$ cat config.mk
export PLATFORM = sky130hd
export DESIGN_NAME = usbrrc_top
export DESIGN_NICKNAME = d
export VERILOG_FILES = /design/src/rtl/usbrrc_pkg.sv /design/src/rtl/usbrrc_sched.sv /design/src/rtl/usbrrc_port.sv /design/src/rtl/usbrrc_top.sv
export VERILOG_INCLUDE_DIRS = /design/src /design/src/rtl
export SDC_FILE = /design/constraint.sdc
export NUM_CORES = 1
export LEC_CHECK = 0
export BUFFER_PORTS_ARGS = -buffer_cell sky130_fd_sc_hd__buf_2
export CAP_MARGIN = 0
export CELL_PAD_IN_SITES_DETAIL_PLACEMENT = 2
export CELL_PAD_IN_SITES_GLOBAL_PLACEMENT = 2
export CORE_MARGIN = 2
export CORE_UTILIZATION = 30
export DETAILED_ROUTE_END_ITERATION = 8
export PLACE_DENSITY = 0.76
export SLEW_MARGIN = 10
export SYNTH_ARGS = -nofsm -noshare
export SYNTH_HDL_FRONTEND = slang
export SYNTH_HIERARCHICAL = 1
export SYNTH_SLANG_ARGS = --single-unit
$ cat constraint.sdc
create_clock -name ref_clk_i -period 1.66 [get_ports ref_clk_i]
set_input_delay 0.249 -clock ref_clk_i [delete_from_list [all_inputs] [get_ports ref_clk_i]]
set_output_delay 0.249 -clock ref_clk_i [all_outputs]
set_load 0.01 [all_outputs]
$ cat src/rtl/usbrrc_regs.svh
// Register offsets, bit positions and timing counts for reset/run control
`ifndef USBRRC_REGS_SVH
`define USBRRC_REGS_SVH

`define USBRRC_ADDR_W 5
`define USBRRC_CMD_OFS 5'h00
`define USBRRC_STS_OFS 5'h02
`define USBRRC_PORT0_OFS 5'h10
`define USBRRC_PORT1_OFS 5'h12

`define USBRRC_CMD_RUN 0
`define USBRRC_CMD_SRST 1
`define USBRRC_CMD_GRST 2

`define USBRRC_STS_SYSERR 3
`define USBRRC_STS_PROCERR 4
`define USBRRC_STS_HALTED 5

`define USBRRC_PSC_CONN 0
`define USBRRC_PSC_CCHG 1
`define USBRRC_PSC_EN 2
`define USBRRC_PSC_ECHG 3
`define USBRRC_PSC_LS 8
`define USBRRC_PSC_PRST 9

`define USBRRC_CLK_PS 4000
`define USBRRC_BIT_TIME_PS 83333
`define USBRRC_DETECT_BITS 64
`define USBRRC_GRST_MIN_MS 10
`define USBRRC_HCR_CYCLES 4

`endif

$ cat src/rtl/usbrrc_pkg.sv
// Shared types for the reset and run control block
package usbrrc_pkg;

	typedef enum logic [2:0] {
		SCH_HALT = 3'b001,
		SCH_IDLE = 3'b010,
		SCH_BUSY = 3'b100
	} usbrrc_sched_t;

	typedef enum logic [2:0] {
		PC_RESET = 3'b001,
		PC_DETECT = 3'b010,
		PC_TRACK = 3'b100
	} usbrrc_conn_t;

	typedef struct packed {
		logic low_speed;
		logic en_chg;
		logic enabled;
		logic conn_chg;
		logic connected;
	} usbrrc_port_sts_t;

	typedef struct packed {
		logic wr;
		logic [15:0] data;
	} usbrrc_io_wr_t;

endpackage

$ cat src/rtl/usbrrc_sched.sv
// Schedule run/stop engine: starts transactions while running, halts cleanly
`timescale 1ns/1ps
module usbrrc_sched (
	input wire logic ref_clk_i,
	input wire logic rst_i,
	input wire logic run_i,
	input wire logic txn_done_i,
	output logic txn_start_o,
	output logic busy_o,
	output logic halted_o
);

	usbrrc_pkg::usbrrc_sched_t state_q;

	always_ff @(posedge ref_clk_i) begin
		if (rst_i) begin
			state_q <= usbrrc_pkg::SCH_HALT;
		end else begin
			unique case (state_q)
				usbrrc_pkg::SCH_HALT: begin
					if (run_i) begin
						state_q <= usbrrc_pkg::SCH_IDLE;
					end
				end
				usbrrc_pkg::SCH_IDLE: begin
					if (run_i) begin
						state_q <= usbrrc_pkg::SCH_BUSY;
					end else begin
						state_q <= usbrrc_pkg::SCH_HALT;
					end
				end
				usbrrc_pkg::SCH_BUSY: begin
					// Current transaction runs to its end; only a reset on rst_i leaves this state early
					if (txn_done_i) begin
						state_q <= run_i ? usbrrc_pkg::SCH_IDLE : usbrrc_pkg::SCH_HALT;
					end
				end
			endcase
		end
	end

	assign txn_start_o = (state_q == usbrrc_pkg::SCH_IDLE) && run_i;
	assign busy_o = (state_q == usbrrc_pkg::SCH_BUSY);
	assign halted_o = (state_q == usbrrc_pkg::SCH_HALT);
endmodule

$ cat src/rtl/usbrrc_port.sv
// Root port connect/disconnect machine and its status/control bits
`timescale 1ns/1ps
`include "usbrrc_regs.svh"
module usbrrc_port (
	input wire logic ref_clk_i,
	input wire logic rst_i,
	input wire logic soft_rst_i,
	input wire usbrrc_pkg::usbrrc_io_wr_t wr_i,
	input wire logic present_i,
	input wire logic low_speed_i,
	output usbrrc_pkg::usbrrc_port_sts_t sts_o,
	output logic port_reset_o,
	output logic connect_o
);

	localparam int DetCycles = (`USBRRC_DETECT_BITS * `USBRRC_BIT_TIME_PS
		+ `USBRRC_CLK_PS - 1) / `USBRRC_CLK_PS;

	usbrrc_pkg::usbrrc_conn_t state_q;
	logic [10:0] cnt_q;
	logic pres_s1_q, pres_s2_q, ls_s1_q, ls_s2_q;
	logic conn_d, wr_en;
	usbrrc_pkg::usbrrc_port_sts_t sts_q;
	logic prst_q;

	always_ff @(posedge ref_clk_i) begin
		pres_s1_q <= present_i;
		pres_s2_q <= pres_s1_q;
		ls_s1_q <= low_speed_i;
		ls_s2_q <= ls_s1_q;
	end

	always_ff @(posedge ref_clk_i) begin
		if (rst_i || soft_rst_i) begin
			state_q <= usbrrc_pkg::PC_RESET;
			cnt_q <= 11'h000;
		end else begin
			unique case (state_q)
				usbrrc_pkg::PC_RESET: begin
					state_q <= usbrrc_pkg::PC_DETECT;
				end
				usbrrc_pkg::PC_DETECT: begin
					if (cnt_q == 11'(DetCycles - 1)) begin
						state_q <= usbrrc_pkg::PC_TRACK;
					end else begin
						cnt_q <= cnt_q + 11'h001;
					end
				end
				usbrrc_pkg::PC_TRACK: begin
					state_q <= usbrrc_pkg::PC_TRACK;
				end
			endcase
		end
	end

	assign conn_d = (state_q == usbrrc_pkg::PC_TRACK) && pres_s2_q;
	assign wr_en = wr_i.wr;

	// Only bits 8 and 3:0 see the soft reset; bit 9 is left alone
	always_ff @(posedge ref_clk_i) begin
		if (rst_i) begin
			sts_q <= '0;
		end else if (soft_rst_i) begin
			sts_q.connected <= 1'b0;
			sts_q.conn_chg <= 1'b1;
			sts_q.enabled <= 1'b0;
			sts_q.en_chg <= 1'b1;
			sts_q.low_speed <= 1'b0;
		end else begin
			sts_q.connected <= conn_d;
			if (conn_d && !sts_q.connected) begin
				sts_q.low_speed <= ls_s2_q;
			end else if (!conn_d) begin
				sts_q.low_speed <= 1'b0;
			end
			// Hardware set wins over a write-one clear in the same cycle
			if (conn_d != sts_q.connected) begin
				sts_q.conn_chg <= 1'b1;
			end else if (wr_en && wr_i.data[`USBRRC_PSC_CCHG]) begin
				sts_q.conn_chg <= 1'b0;
			end
			if (!conn_d) begin
				sts_q.enabled <= 1'b0;
			end else if (wr_en) begin
				sts_q.enabled <= wr_i.data[`USBRRC_PSC_EN];
			end
			if (!conn_d && sts_q.enabled) begin
				sts_q.en_chg <= 1'b1;
			end else if (wr_en && wr_i.data[`USBRRC_PSC_ECHG]) begin
				sts_q.en_chg <= 1'b0;
			end
		end
	end

	always_ff @(posedge ref_clk_i) begin
		if (rst_i) begin
			prst_q <= 1'b0;
		end else if (wr_en) begin
			prst_q <= wr_i.data[`USBRRC_PSC_PRST];
		end
	end

	assign sts_o = sts_q;
	assign port_reset_o = prst_q;
	assign connect_o = sts_q.connected;
endmodule

$ cat src/rtl/usbrrc_top.sv
// Host command low bits: bus-wide reset, soft reset and schedule run control
`timescale 1ns/1ps
`include "usbrrc_regs.svh"
module usbrrc_top (
	input wire logic ref_clk_i,
	input wire logic rst_i,
	input wire logic io_wr_i,
	input wire logic io_rd_i,
	input wire logic [`USBRRC_ADDR_W-1:0] io_addr_i,
	input wire logic [15:0] io_wdata_i,
	output logic [15:0] io_rdata_o,
	output logic bus_reset_o,
	output logic txn_start_o,
	output logic txn_abort_o,
	input wire logic txn_done_i,
	input wire logic fatal_consist_i,
	input wire logic fatal_bus_err_i,
	input wire logic [1:0] dev_present_i,
	input wire logic [1:0] dev_low_speed_i,
	output logic [1:0] port_connect_o,
	output logic [1:0] port_enable_o,
	output logic [1:0] port_reset_o
);

	localparam int HcrCycles = `USBRRC_HCR_CYCLES;
	localparam logic [2:0] HcrLast = 3'(`USBRRC_HCR_CYCLES - 1);

	logic run_q, srst_q, grst_q;
	logic [2:0] srst_cnt_q;
	logic procerr_q, syserr_q;
	logic [15:0] rdata_q;

	logic hw_rst;
	logic logic_rst;
	logic wr_cmd, wr_sts;
	logic [1:0] wr_port;
	logic fatal;
	logic sched_busy, sched_halted;
	usbrrc_pkg::usbrrc_port_sts_t port_sts [2];
	logic [15:0] port_word [2];

	// Bus-wide reset clears everything except its own bit, the read data register and the port input synchronizers
	assign hw_rst = rst_i || grst_q;
	// Soft reset also clears the schedule engine, run bit and error flags; ports take srst_q directly
	assign logic_rst = hw_rst || srst_q;

	assign wr_cmd = io_wr_i && (io_addr_i == `USBRRC_CMD_OFS);
	assign wr_sts = io_wr_i && (io_addr_i == `USBRRC_STS_OFS);
	assign wr_port[0] = io_wr_i && (io_addr_i == `USBRRC_PORT0_OFS);
	assign wr_port[1] = io_wr_i && (io_addr_i == `USBRRC_PORT1_OFS);
	assign fatal = fatal_consist_i || fatal_bus_err_i;

	// Bus-wide reset bit: only chip reset or software clears it
	always_ff @(posedge ref_clk_i) begin
		if (rst_i) begin
			grst_q <= 1'b0;
		end else if (wr_cmd) begin
			grst_q <= io_wdata_i[`USBRRC_CMD_GRST];
		end
	end

	// Held low by hardware reset even though internal state is the same
	assign bus_reset_o = grst_q && !rst_i;

	// Soft reset bit with self-clearing sequencer
	always_ff @(posedge ref_clk_i) begin
		if (hw_rst) begin
			srst_q <= 1'b0;
			srst_cnt_q <= 3'h0;
		end else if (srst_q) begin
			if (srst_cnt_q == HcrLast) begin
				srst_q <= 1'b0;
				srst_cnt_q <= 3'h0;
			end else begin
				srst_cnt_q <= srst_cnt_q + 3'h1;
			end
		end else if (wr_cmd && io_wdata_i[`USBRRC_CMD_SRST]) begin
			srst_q <= 1'b1;
		end
	end

	// Run bit: fatal error clear beats a software set in the same cycle
	always_ff @(posedge ref_clk_i) begin
		if (logic_rst) begin
			run_q <= 1'b0;
		end else if (fatal) begin
			run_q <= 1'b0;
		end else if (wr_cmd) begin
			run_q <= io_wdata_i[`USBRRC_CMD_RUN];
		end
	end

	// Error flags are write-one-to-clear; a new error wins over the clear
	always_ff @(posedge ref_clk_i) begin
		if (logic_rst) begin
			procerr_q <= 1'b0;
		end else if (fatal_consist_i) begin
			procerr_q <= 1'b1;
		end else if (wr_sts && io_wdata_i[`USBRRC_STS_PROCERR]) begin
			procerr_q <= 1'b0;
		end
	end

	always_ff @(posedge ref_clk_i) begin
		if (logic_rst) begin
			syserr_q <= 1'b0;
		end else if (fatal_bus_err_i) begin
			syserr_q <= 1'b1;
		end else if (wr_sts && io_wdata_i[`USBRRC_STS_SYSERR]) begin
			syserr_q <= 1'b0;
		end
	end

	usbrrc_sched u_sched (
		.ref_clk_i(ref_clk_i),
		.rst_i(logic_rst),
		.run_i(run_q),
		.txn_done_i(txn_done_i),
		.txn_start_o(txn_start_o),
		.busy_o(sched_busy),
		.halted_o(sched_halted)
	);

	// In-flight transaction is cut off rather than completed
	assign txn_abort_o = sched_busy && (srst_q || hw_rst);

	generate
		for (genvar p = 0; p < 2; p++) begin : g_port
			usbrrc_port u_port (
				.ref_clk_i(ref_clk_i),
				.rst_i(hw_rst),
				.soft_rst_i(srst_q),
				.wr_i('{wr: wr_port[p], data: io_wdata_i}),
				.present_i(dev_present_i[p]),
				.low_speed_i(dev_low_speed_i[p]),
				.sts_o(port_sts[p]),
				.port_reset_o(port_reset_o[p]),
				.connect_o(port_connect_o[p])
			);
			assign port_enable_o[p] = port_sts[p].enabled;
			always_comb begin
				port_word[p] = 16'h0000;
				port_word[p][`USBRRC_PSC_CONN] = port_sts[p].connected;
				port_word[p][`USBRRC_PSC_CCHG] = port_sts[p].conn_chg;
				port_word[p][`USBRRC_PSC_EN] = port_sts[p].enabled;
				port_word[p][`USBRRC_PSC_ECHG] = port_sts[p].en_chg;
				port_word[p][`USBRRC_PSC_LS] = port_sts[p].low_speed;
				port_word[p][`USBRRC_PSC_PRST] = port_reset_o[p];
			end
		end
	endgenerate

	// Read data registered; unmapped offsets read zero
	always_ff @(posedge ref_clk_i) begin
		if (rst_i) begin
			rdata_q <= 16'h0000;
		end else if (io_rd_i) begin
			rdata_q <= 16'h0000;
			unique case (io_addr_i)
				`USBRRC_CMD_OFS: begin
					rdata_q[`USBRRC_CMD_RUN] <= run_q;
					rdata_q[`USBRRC_CMD_SRST] <= srst_q;
					rdata_q[`USBRRC_CMD_GRST] <= grst_q;
				end
				`USBRRC_STS_OFS: begin
					rdata_q[`USBRRC_STS_SYSERR] <= syserr_q;
					rdata_q[`USBRRC_STS_PROCERR] <= procerr_q;
					rdata_q[`USBRRC_STS_HALTED] <= sched_halted;
				end
				`USBRRC_PORT0_OFS: begin
					rdata_q <= port_word[0];
				end
				`USBRRC_PORT1_OFS: begin
					rdata_q <= port_word[1];
				end
				default: begin
					rdata_q <= 16'h0000;
				end
			endcase
		end
	end

	assign io_rdata_o = rdata_q;
endmodule

==> flow_summary_export.csv, run 1 <==
group,metric,value,unit
global_routing,gr-usage-all-layers,0.170,
power,leakagePower,1.54,nW
power,power.internal,2.51,mW
setup_path,crit_top_cell,"or3_4",
synth,yosysWarnings,6,
layout,fin_area,0.00391,mm²
setup_path,reg2regPathDepth,4,
setup_path,timing.rr.end,"g_port[0].u_port/cnt_q[9]",
die,die_x,104,µm
setup_path,rrSetupSlack,20,ps
synth,yosys_register_bits,67,
setup_path,path_cells,"or3b_4 > or3_4 > or3_4 > a21oi_2",
setup_path,worstPathArrival,1930,ps
clock_tree,numCtsBuffers,9,
layout,diodes,0,
synth,ys_types,56,
min_path,min_to,"run_q",
power,swShare,0.251,
synth,yosysSeqAreaShare,0.450,
route,routed_via_density,4.99,
setup_path,critPathKind,"flop to flop",
synth,synth_commonest_cells,"67 x dfxtp_1, 40 x nor2_1, 22 x nand2_1",
sta,hold_viol,0,
die,rows,36,
layout,fillers,1112,
place,portBuffers,38,
layout,finalNetCount,447,
synth,netlist_area,0.00298,mm²
global_routing,grtUsageMet3,0.0271,
global_routing,grt_pass1_wl,14600,µm
layout,final_layout_size_suffix_gt1_frac,0.320,
die,die_y,104,µm
clock_tree,insertion_delay,360,ps
clock_tree,cts_root_buf,"clkbuf_8",
synth,netlist.area_leader.share,0.450,
place,hpwl,6650,µm
global_routing,grt_max_degree,12,
min_path,holdCritPathClass,"input port to flop",
setup_path,slowest_stage,"or3b_4",
global_routing,antenna_found_initial,0,
synth,yosysMostFrequentCell,"dfxtp_1",
route,drcViolationCount,0,
setup_path,path_max_fanout,3,
setup_path,path_delay_family,"simple AND/OR/NAND/NOR gates",
sta,setup_violations,0,
synth,synth_largest_area_cell,"dfxtp_1",
synth,avgSynthCellArea,8.98,µm²
setup_path,start_kind,"flop",
sta,finClkSkew,6.32,ps
place,postPlaceCellArea,0.00348,mm²
sta,tightest_slew,501,ps
die,ioPinCount,57,
sta,whs,75.0,ps
place,place_congestion,0.804,
sta,timing.final.crit_share,0.990,
clock_tree,cts_tree,"built",
setup_path,required,1950,ps
route,avgRoutedWirePerCell,16.8,µm
global_routing,grt_overflow,0,
run,cap_violations,0,
layout,multi_input_area,0.00165,mm²
power,clockPowerShare,0.413,
route,drtAntennaViolNets,0,
layout,regArea,0.00135,mm²
layout,final_util,0.402,
synth,ys.flop_type,"dfxtp_1",
clock_tree,cts.sinks,67,
sta,min_period,1640,ps
global_routing,grt_pass1_vias,2982,
route,drt_first_pass_iters,4,
route,route.vias.total,2724,
sta,drv_slew,0,
synth,async_flop_share,0,
clock_tree,cts_buffer_depth,2,
min_path,whs_path_depth,2,
power,power_frac_comb,0.088,
setup_path,cpPeakStageDelay,400,ps
setup_path,end_kind,"flop",
route,wirelength,9180,µm
setup_path,crit_buf_inv,0,
die,fp.dieArea,0.0108,mm²
power,p_per_area,856,mW/mm²
synth,syn_inst,332,
sta,fmax,608,MHz
run_status,run_status,"finished, final reports clean",
global_routing,use_met2,0.312,
route,drt_iter0_markers,54,
sta,rsz0062_at_grt,"yes",
die,initial_utilization,0.307,
die,core_area,0.00973,mm²
global_routing,grt_most_used_layer,"met2",
layout,area_growth,31.1,%
synth,synth_edf_count,0,
synth,synth_area_leaders,"dfxtp_1 45%, nor2_1 5.0%, ha_1 2.9%",
clock_tree,cts_max_level,3,
setup_path,reg2reg_from,"g_port[0].u_port/state_q[0]",
sta,slew_headroom,0.662,
power,switchingPower,0.841,mW
power,p_seq_frac,0.499,
clock_tree,path_clk_slew,70,ps
power,ir_drop,0.323,mV
min_path,worstHoldStart,"fatal_consist_i",
global_routing,met1_usage,0.194,
-- kinds of logic (layout without fill, tap and decap cells) --
family,Yosys count,after routing,synth area share
AO/OA/AOI/OAI,55,55,0.126
XOR/XNOR,12,12,0.0352
adder cells (fa/ha/maj),7,7,0.0294
buffers and inverters,34,108,0.0554
flip-flops,67,67,0.450
multiplexers,8,8,0.0277
other,1,8,0.00126
AND/OR/NAND/NOR,148,148,0.275
-- metrics by stage --
| stage | TNS, ps | power (mW) | instances | setup WS [ps] |
|---|---|---|---|---|
| finish | 0 | 3.35 | 546 | 16.0 |
| global route | -197 | 3.48 | 546 | -69.7 |
| CTS | -54.2 | 3.37 | 541 | -54.2 |
| detailed placement | -477 | 1.97 | 521 | -99.7 |
| global placement | -7.32 | 1.95 | 521 | -7.32 |
| floorplan | 0 | 1.85 | 339 | 46.3 |
-- per-layer routing --
layer	routed length, µm	share of wire
met1	3970	0.43
met2	4800	0.52
met3	235	0.026
met4	170	0.019
met5	0	0
-- cell type report --
cell class	instances	area share
Clock buffer	11	0.0361
Clock inverter	5	0.0134
Inverter	16	0.0154
Multi-Input combinational cell	238	0.421
Sequential cell	67	0.346
Tap cell	133	0.0425
Timing Repair Buffer	76	0.126
-- cells in the final DEF, fill, tap and decap left out, types with 3 or more instances in the layout --
master,n
a21oi_1,13
a32oi_1,3
and2_1,6
and3_1,3
buf_2,37
buf_4,34
clkbuf_8,10
clkinv_2,3
conb_1,8
dfxtp_1,59
dfxtp_2,7
dlygate4sd3_1,4
ha_1,6
inv_1,15
mux2i_1,6
nand2_1,22
nand2b_1,6
nand3_1,15
nand4_1,12
nor2_1,40
nor3_1,3
nor3b_1,3
nor4_1,3
o21ai_0,10
or3_1,5
or3_4,5
or3b_4,4
xnor2_1,8
xor2_1,4
-- timing repair --
action | 4_1_cts | 5_1_grt
setup buffers | 0 | 5
endpoints found under the hold margin | 4 | 0
pin swaps | 5 | 5
cloned | 0 | 0
endpoints found under the setup margin | 15 | 14
gates resized for setup | 18 | 20
hold buffers | 4 | 0
-- registers in the layout (all words and copies together) (netlist names), 2 cells and up --
register and count:
g_port.u_port/cnt_q 22, g_port.u_port/sts_o 8, io_rdata_o 8, g_port.u_port/state_q 6
srst_cnt_q 3, u_sched/state_q 3, g_port.u_port/connect_o 2, g_port.u_port/ls_s1_q 2
g_port.u_port/ls_s2_q 2, g_port.u_port/port_reset_o 2, g_port.u_port/pres_s1_q 2, g_port.u_port/pres_s2_q 2
-- power groups by stage --
stage | Sequential (mW) | Clock [mW] | Combinational [mW]
5_1_grt | 1.68 | 1.48 | 0.322
6_report | 1.67 | 1.38 | 0.293
3_3_place_gp | 1.71 | 0 | 0.248
3_5_place_dp | 1.71 | 0 | 0.260
4_1_cts | 1.67 | 1.42 | 0.276
2_1_floorplan | 1.71 | 0 | 0.142
-- how the worst max path moves through the flow --
stage                                startpoint                          to  depth (start not counted)
detailed placement  g_port[1].u_port/state_q[1]   g_port[1].u_port/cnt_q[3]                          4
CTS                                      srst_q                 txn_abort_o                          3
global route        g_port[0].u_port/state_q[2]  g_port[0].u_port/cnt_q[10]                          5
finish              g_port[0].u_port/state_q[0]   g_port[0].u_port/cnt_q[9]                          4
floorplan           g_port[0].u_port/state_q[2]   g_port[0].u_port/cnt_q[9]                          4
global placement    g_port[1].u_port/state_q[2]   g_port[1].u_port/cnt_q[9]                          4
No activity file was read; power rests on OpenSTA's default activity.
==> inputs of run 2 (changes only) <==
CORE_UTILIZATION = 31   (was 30)
CTS_BUF_LIST = sky130_fd_sc_hd__clkbuf_4 sky130_fd_sc_hd__clkbuf_8   (was unset)
PLACE_DENSITY = 0.79   (was 0.76)
==> flow_summary_export.csv, run 2 (synthesis results as in run 1) <==
group,metric,value,unit
sta,drv_slew,0,
layout,final_layout_size_suffix_gt1_frac,0.292,
sta,rsz0062_at_grt,"yes",
layout,area_growth,28.6,%
global_routing,grtUsageMet3,0.0315,
die,rows,35,
layout,final_common_cell,"dfxtp_1",
power,leakagePower,1.51,nW
place,hpwl,6690,µm
setup_path,start_kind,"flop",
layout,diodes,0,
setup_path,worstPathArrival,1970,ps
sta,hold_viol,0,
sta,fmax,593,MHz
die,ioPinCount,57,
route,wirelength,9000,µm
layout,fillers,1064,
die,fp.dieArea,0.0104,mm²
die,initial_utilization,0.321,
sta,min_period,1690,ps
run_status,run_status,"finished with violations",
run_status,violations,"setup timing",
layout,final_cell_mix,"62 x dfxtp_1, 40 x nor2_1, 38 x buf_2, 29 x buf_4, 22 x nand2_1",
power,p_per_area,871,mW/mm²
setup_path,reg2regPathDepth,4,
global_routing,use_met2,0.334,
route,route.vias.total,2698,
route,drtAntennaViolNets,0,
setup_path,end_kind,"flop",
clock_tree,cts_tree,"built",
layout,final_util,0.413,
die,core_area,0.00928,mm²
die,die_x,102,µm
global_routing,grt_pass1_wl,14700,µm
place,place_congestion,0.815,
clock_tree,cts_root_buf,"clkbuf_8",
layout,largest_register_ffs,22,
layout,finalNetCount,442,
sta,tightest_slew,485,ps
die,die_y,102,µm
run,cap_violations,0,
sta,whs,81.6,ps
global_routing,grt_pass1_vias,2969,
route,drcViolationCount,0,
sta,finClkSkew,10.1,ps
sta,fin_ws,-27.8,ps
setup_path,required,1940,ps
setup_path,crit_top_cell,"or3_1",
sta,setup_violations,1,
setup_path,path_max_fanout,3,
min_path,holdCritPathClass,"input port to flop",
layout,fin_area,0.00384,mm²
place,dp_slack,-75.3,ps
global_routing,antenna_found_initial,0,
global_routing,grt_overflow,0,
clock_tree,cts.sinks,67,
clock_tree,insertion_delay,360,ps
setup_path,path_cells,"or3b_4 > or3_1 > or3_1 > a21oi_1",
clock_tree,cts_max_level,3,
place,postPlaceCellArea,0.00346,mm²
sta,slew_headroom,0.672,
setup_path,critPathKind,"flop to flop",
global_routing,met1_usage,0.210,
place,portBuffers,38,
setup_path,slowest_stage,"or3b_4",
power,ir_drop,0.293,mV
global_routing,grt_most_used_layer,"met2",
min_path,whs_path_depth,2,
clock_tree,cts_buffer_depth,2,
clock_tree,numCtsBuffers,9,
sta,timing.final.crit_share,1.02,
global_routing,gr-usage-all-layers,0.183,
layout,largest-register,"g_port.u_port/cnt_q",
route,routed_via_density,5.02,
clock_tree,path_clk_slew,70,ps
setup_path,cpPeakStageDelay,420,ps
route,avgRoutedWirePerCell,16.8,µm
route,drt_first_pass_iters,4,
global_routing,grt_max_degree,15,
route,drt_iter0_markers,49,
## run 2: cell types whose count changed in the layout (fill, tap and decap cells not counted), moves of 2 or more
cell     previous run  this run
a21oi_1            13        15
dfxtp_2             7         4
a21oi_2             2         0
buf_4              34        29
dfxtp_1            59        62
or3_4               5         2
or3_1               5         8
## run 2: layout make-up
| type | count | area, µm² | area share |
|---|---|---|---|
| Multi-Input combinational cell | 238 | 1620 | 0.422 |
| Inverter | 16 | 60.1 | 0.0157 |
| Timing Repair Buffer | 71 | 448 | 0.117 |
| Sequential cell | 67 | 1350 | 0.352 |
| Tap cell | 129 | 161 | 0.0421 |
| Clock buffer | 11 | 145 | 0.0378 |
| Clock inverter | 5 | 52.6 | 0.0137 |
## run 2: stage by stage
step                      total power, mW  cells  setup TNS [ps]
after floorplan                      1.85    339               0
after global placement               1.95    515               0
after detailed placement             1.97    515            -398
after CTS                            3.40    536               0
after global routing                 3.50    537            -201
final                                3.34    537           -27.8
## run 2: final timing paths
kind / from / end / slack [ps]
min reg2reg: g_port[0].u_port/pres_s1_q / g_port[0].u_port/pres_s2_q / 330
min: fatal_consist_i / run_q / 80
max: g_port[0].u_port/state_q[2] / g_port[0].u_port/cnt_q[9] / -30
max reg2reg: g_port[0].u_port/state_q[2] / g_port[0].u_port/cnt_q[9] / -30
## run 2: metal layers
metal | share of wire | wire (µm)
met2 | 0.54 | 4830
met1 | 0.43 | 3830
met3 | 0.023 | 203
met4 | 0.015 | 139
met5 | 0 | 0
## run 2: repair_timing
action | in CTS | in global routing
hold buffers | 4 | 0
setup buffers | 1 | 1
gates resized for setup | 16 | 12
hold endpoints to repair | 4 | 0
pin swaps | 5 | 3
setup endpoints to repair | 11 | 15
## run 2: critical path: cells and delay by family (launching register included)
| kind | cells | cell delay (ps) |
|---|---|---|
| DFF | 1 | 340 |
| and+or+nand+nor | 3 | 1150 |
| AOI/OAI and AO/OA | 1 | 130 |
## run 2: report_power, final
| part | switching (mW) | total, mW | internal (mW) |
|---|---|---|---|
| registers | 0.0253 | 1.67 | 1.64 |
| clock network | 0.644 | 1.39 | 0.744 |
| logic | 0.157 | 0.286 | 0.130 |
==> inputs of run 3 (changes only) <==
CORE_UTILIZATION = 34   (was 31)
PLACE_DENSITY = 0.82   (was 0.79)
clock period = 1.9 ns   (was 1.66 ns; I/O delays follow)
==> flow_summary_export.csv, run 3 (synthesis results as in run 1) <==
group,metric,value,unit
power,p_per_area,769,mW/mm²
route,drcViolationCount,0,
run_status,run_status,"finished, final reports clean",
sta,drv_slew,0,
die,initial_utilization,0.347,
layout,final_layout_size_suffix_gt1_frac,0.227,
die,rows,34,
min_path,whs_path_depth,1,
clock_tree,cts_buffer_depth,2,
layout,area_growth,18.1,%
sta,tightest_slew,523,ps
clock_tree,numCtsBuffers,9,
die,core_area,0.00859,mm²
setup_path,worstPathArrival,2040,ps
route,routed_via_density,5.29,
sta,finClkSkew,12.2,ps
die,ioPinCount,57,
route,route.vias.total,2623,
layout,final_common_cell,"dfxtp_1",
layout,fillers,990,
run,cap_violations,0,
layout,final_cell_mix,"66 x dfxtp_1, 40 x nor2_1, 38 x buf_2, 22 x nand2_1, 16 x inv_1",
setup_path,required,2170,ps
route,avgRoutedWirePerCell,17.0,µm
setup_path,reg2regPathDepth,4,
clock_tree,cts_tree,"built",
setup_path,rrSetupSlack,130,ps
clock_tree,cts_max_level,3,
route,drtAntennaViolNets,0,
global_routing,grt_pass1_vias,2844,
min_path,min_to,"g_port[0].u_port/ls_s1_q",
layout,final_util,0.410,
setup_path,start_kind,"flop",
layout,largest_register_ffs,22,
die,die_x,97.7,µm
global_routing,grt_overflow,0,
global_routing,antenna_found_initial,0,
setup_path,path_max_fanout,4,
sta,slew_headroom,0.646,
global_routing,gr-usage-all-layers,0.188,
place,portBuffers,38,
power,ir_drop,0.320,mV
die,die_y,97.7,µm
power,leakagePower,1.39,nW
global_routing,grt_max_degree,14,
clock_tree,cts_root_buf,"clkbuf_8",
clock_tree,path_clk_slew,80,ps
min_path,holdCritPathClass,"input port to flop",
clock_tree,insertion_delay,350,ps
layout,finalNetCount,422,
layout,largest-register,"g_port.u_port/cnt_q",
sta,rsz0062_at_grt,"no",
setup_path,reg2reg_from,"g_port[1].u_port/state_q[2]",
layout,diodes,0,
sta,setup_violations,0,
sta,min_period,1770,ps
die,fp.dieArea,0.00954,mm²
setup_path,critPathKind,"flop to flop",
setup_path,end_kind,"flop",
place,place_congestion,0.798,
sta,timing.final.crit_share,0.930,
global_routing,grt_pass1_wl,14300,µm
sta,hold_viol,0,
route,drt_first_pass_iters,4,
place,hpwl,6480,µm
sta,setup_tns,0,ps
clock_tree,cts.sinks,67,
route,drt_iter0_markers,84,
min_path,worstHoldStart,"dev_low_speed_i[0]",
setup_path,timing.rr.end,"g_port[1].u_port/cnt_q[9]",
sta,fmax,566,MHz
route,wirelength,8410,µm
==> run 3: cell type report <==
type / count / area [µm²] / area share
multi-input combinational: 238 / 1530 / 0.434
sequential: 67 / 1340 / 0.381
timing repair buffer: 51 / 288 / 0.0817
tap: 108 / 135 / 0.0384
clock buffer: 9 / 124 / 0.0352
inverter: 16 / 60.1 / 0.0171
clock inverter: 7 / 45.0 / 0.0128
==> run 3: worst max path at each step <==
stage / startpoint / depth (start not counted) / endpoint / slack, ps
global placement: g_port[1].u_port/state_q[1] / 4 / g_port[1].u_port/cnt_q[9] / 210
CTS: srst_q / 3 / txn_abort_o / 40
detailed placement: g_port[0].u_port/cnt_q[1] / 6 / g_port[0].u_port/cnt_q[2] / 120
global route: g_port[0].u_port/cnt_q[8] / 4 / g_port[0].u_port/cnt_q[3] / 10
floorplan: rst_i / 7 / g_port[0].u_port/cnt_q[0] / 170
finish: g_port[1].u_port/state_q[2] / 4 / g_port[1].u_port/cnt_q[9] / 130
==> run 3: through the flow <==
step	power [mW]	instance area, µm²	hold slack, ps	cells	setup slack, ps
finish	2.71	3520	28.3	496	132
global route	2.85	3520	9.78	496	11.8
CTS	2.73	3500	20.3	496	35.3
detailed placement	1.70	3330	313	480	121
global placement	1.69	3330	316	480	208
floorplan	1.61	3010	310	339	171
==> run 3: timing repair <==
item | 4_1_cts | 5_1_grt
hold buffers | 0 | 0
resized for setup | 0 | 5
setup buffers | 0 | 0
setup endpoints to repair | 0 | 5
==> run 3: report_power, final <==
| part | switching, mW | internal (mW) |
|---|---|---|
| Sequential | 0.0255 | 1.44 |
| Combinational | 0.122 | 0.0845 |
| Clock | 0.574 | 0.465 |
| Total | 0.721 | 1.99 |
==> run 3: critical path, cell delays in order (launching register included) <==
cell	delay [ps]
dfxtp_1	330
or3b_1	450
or3_1	410
or3_1	350
a21oi_1	150
==> run 3: routing by layer <==
| metal | global-route usage | part of all wire | vias to the layer above |
|---|---|---|---|
| li1 | - | - | 1274 |
| met1 | 0.229 | 0.44 | 1294 |
| met2 | 0.331 | 0.52 | 44 |
| met3 | 0.0353 | 0.029 | 11 |
| met4 | 0.0630 | 0.014 | 0 |
| met5 | 0 | 0 | - |
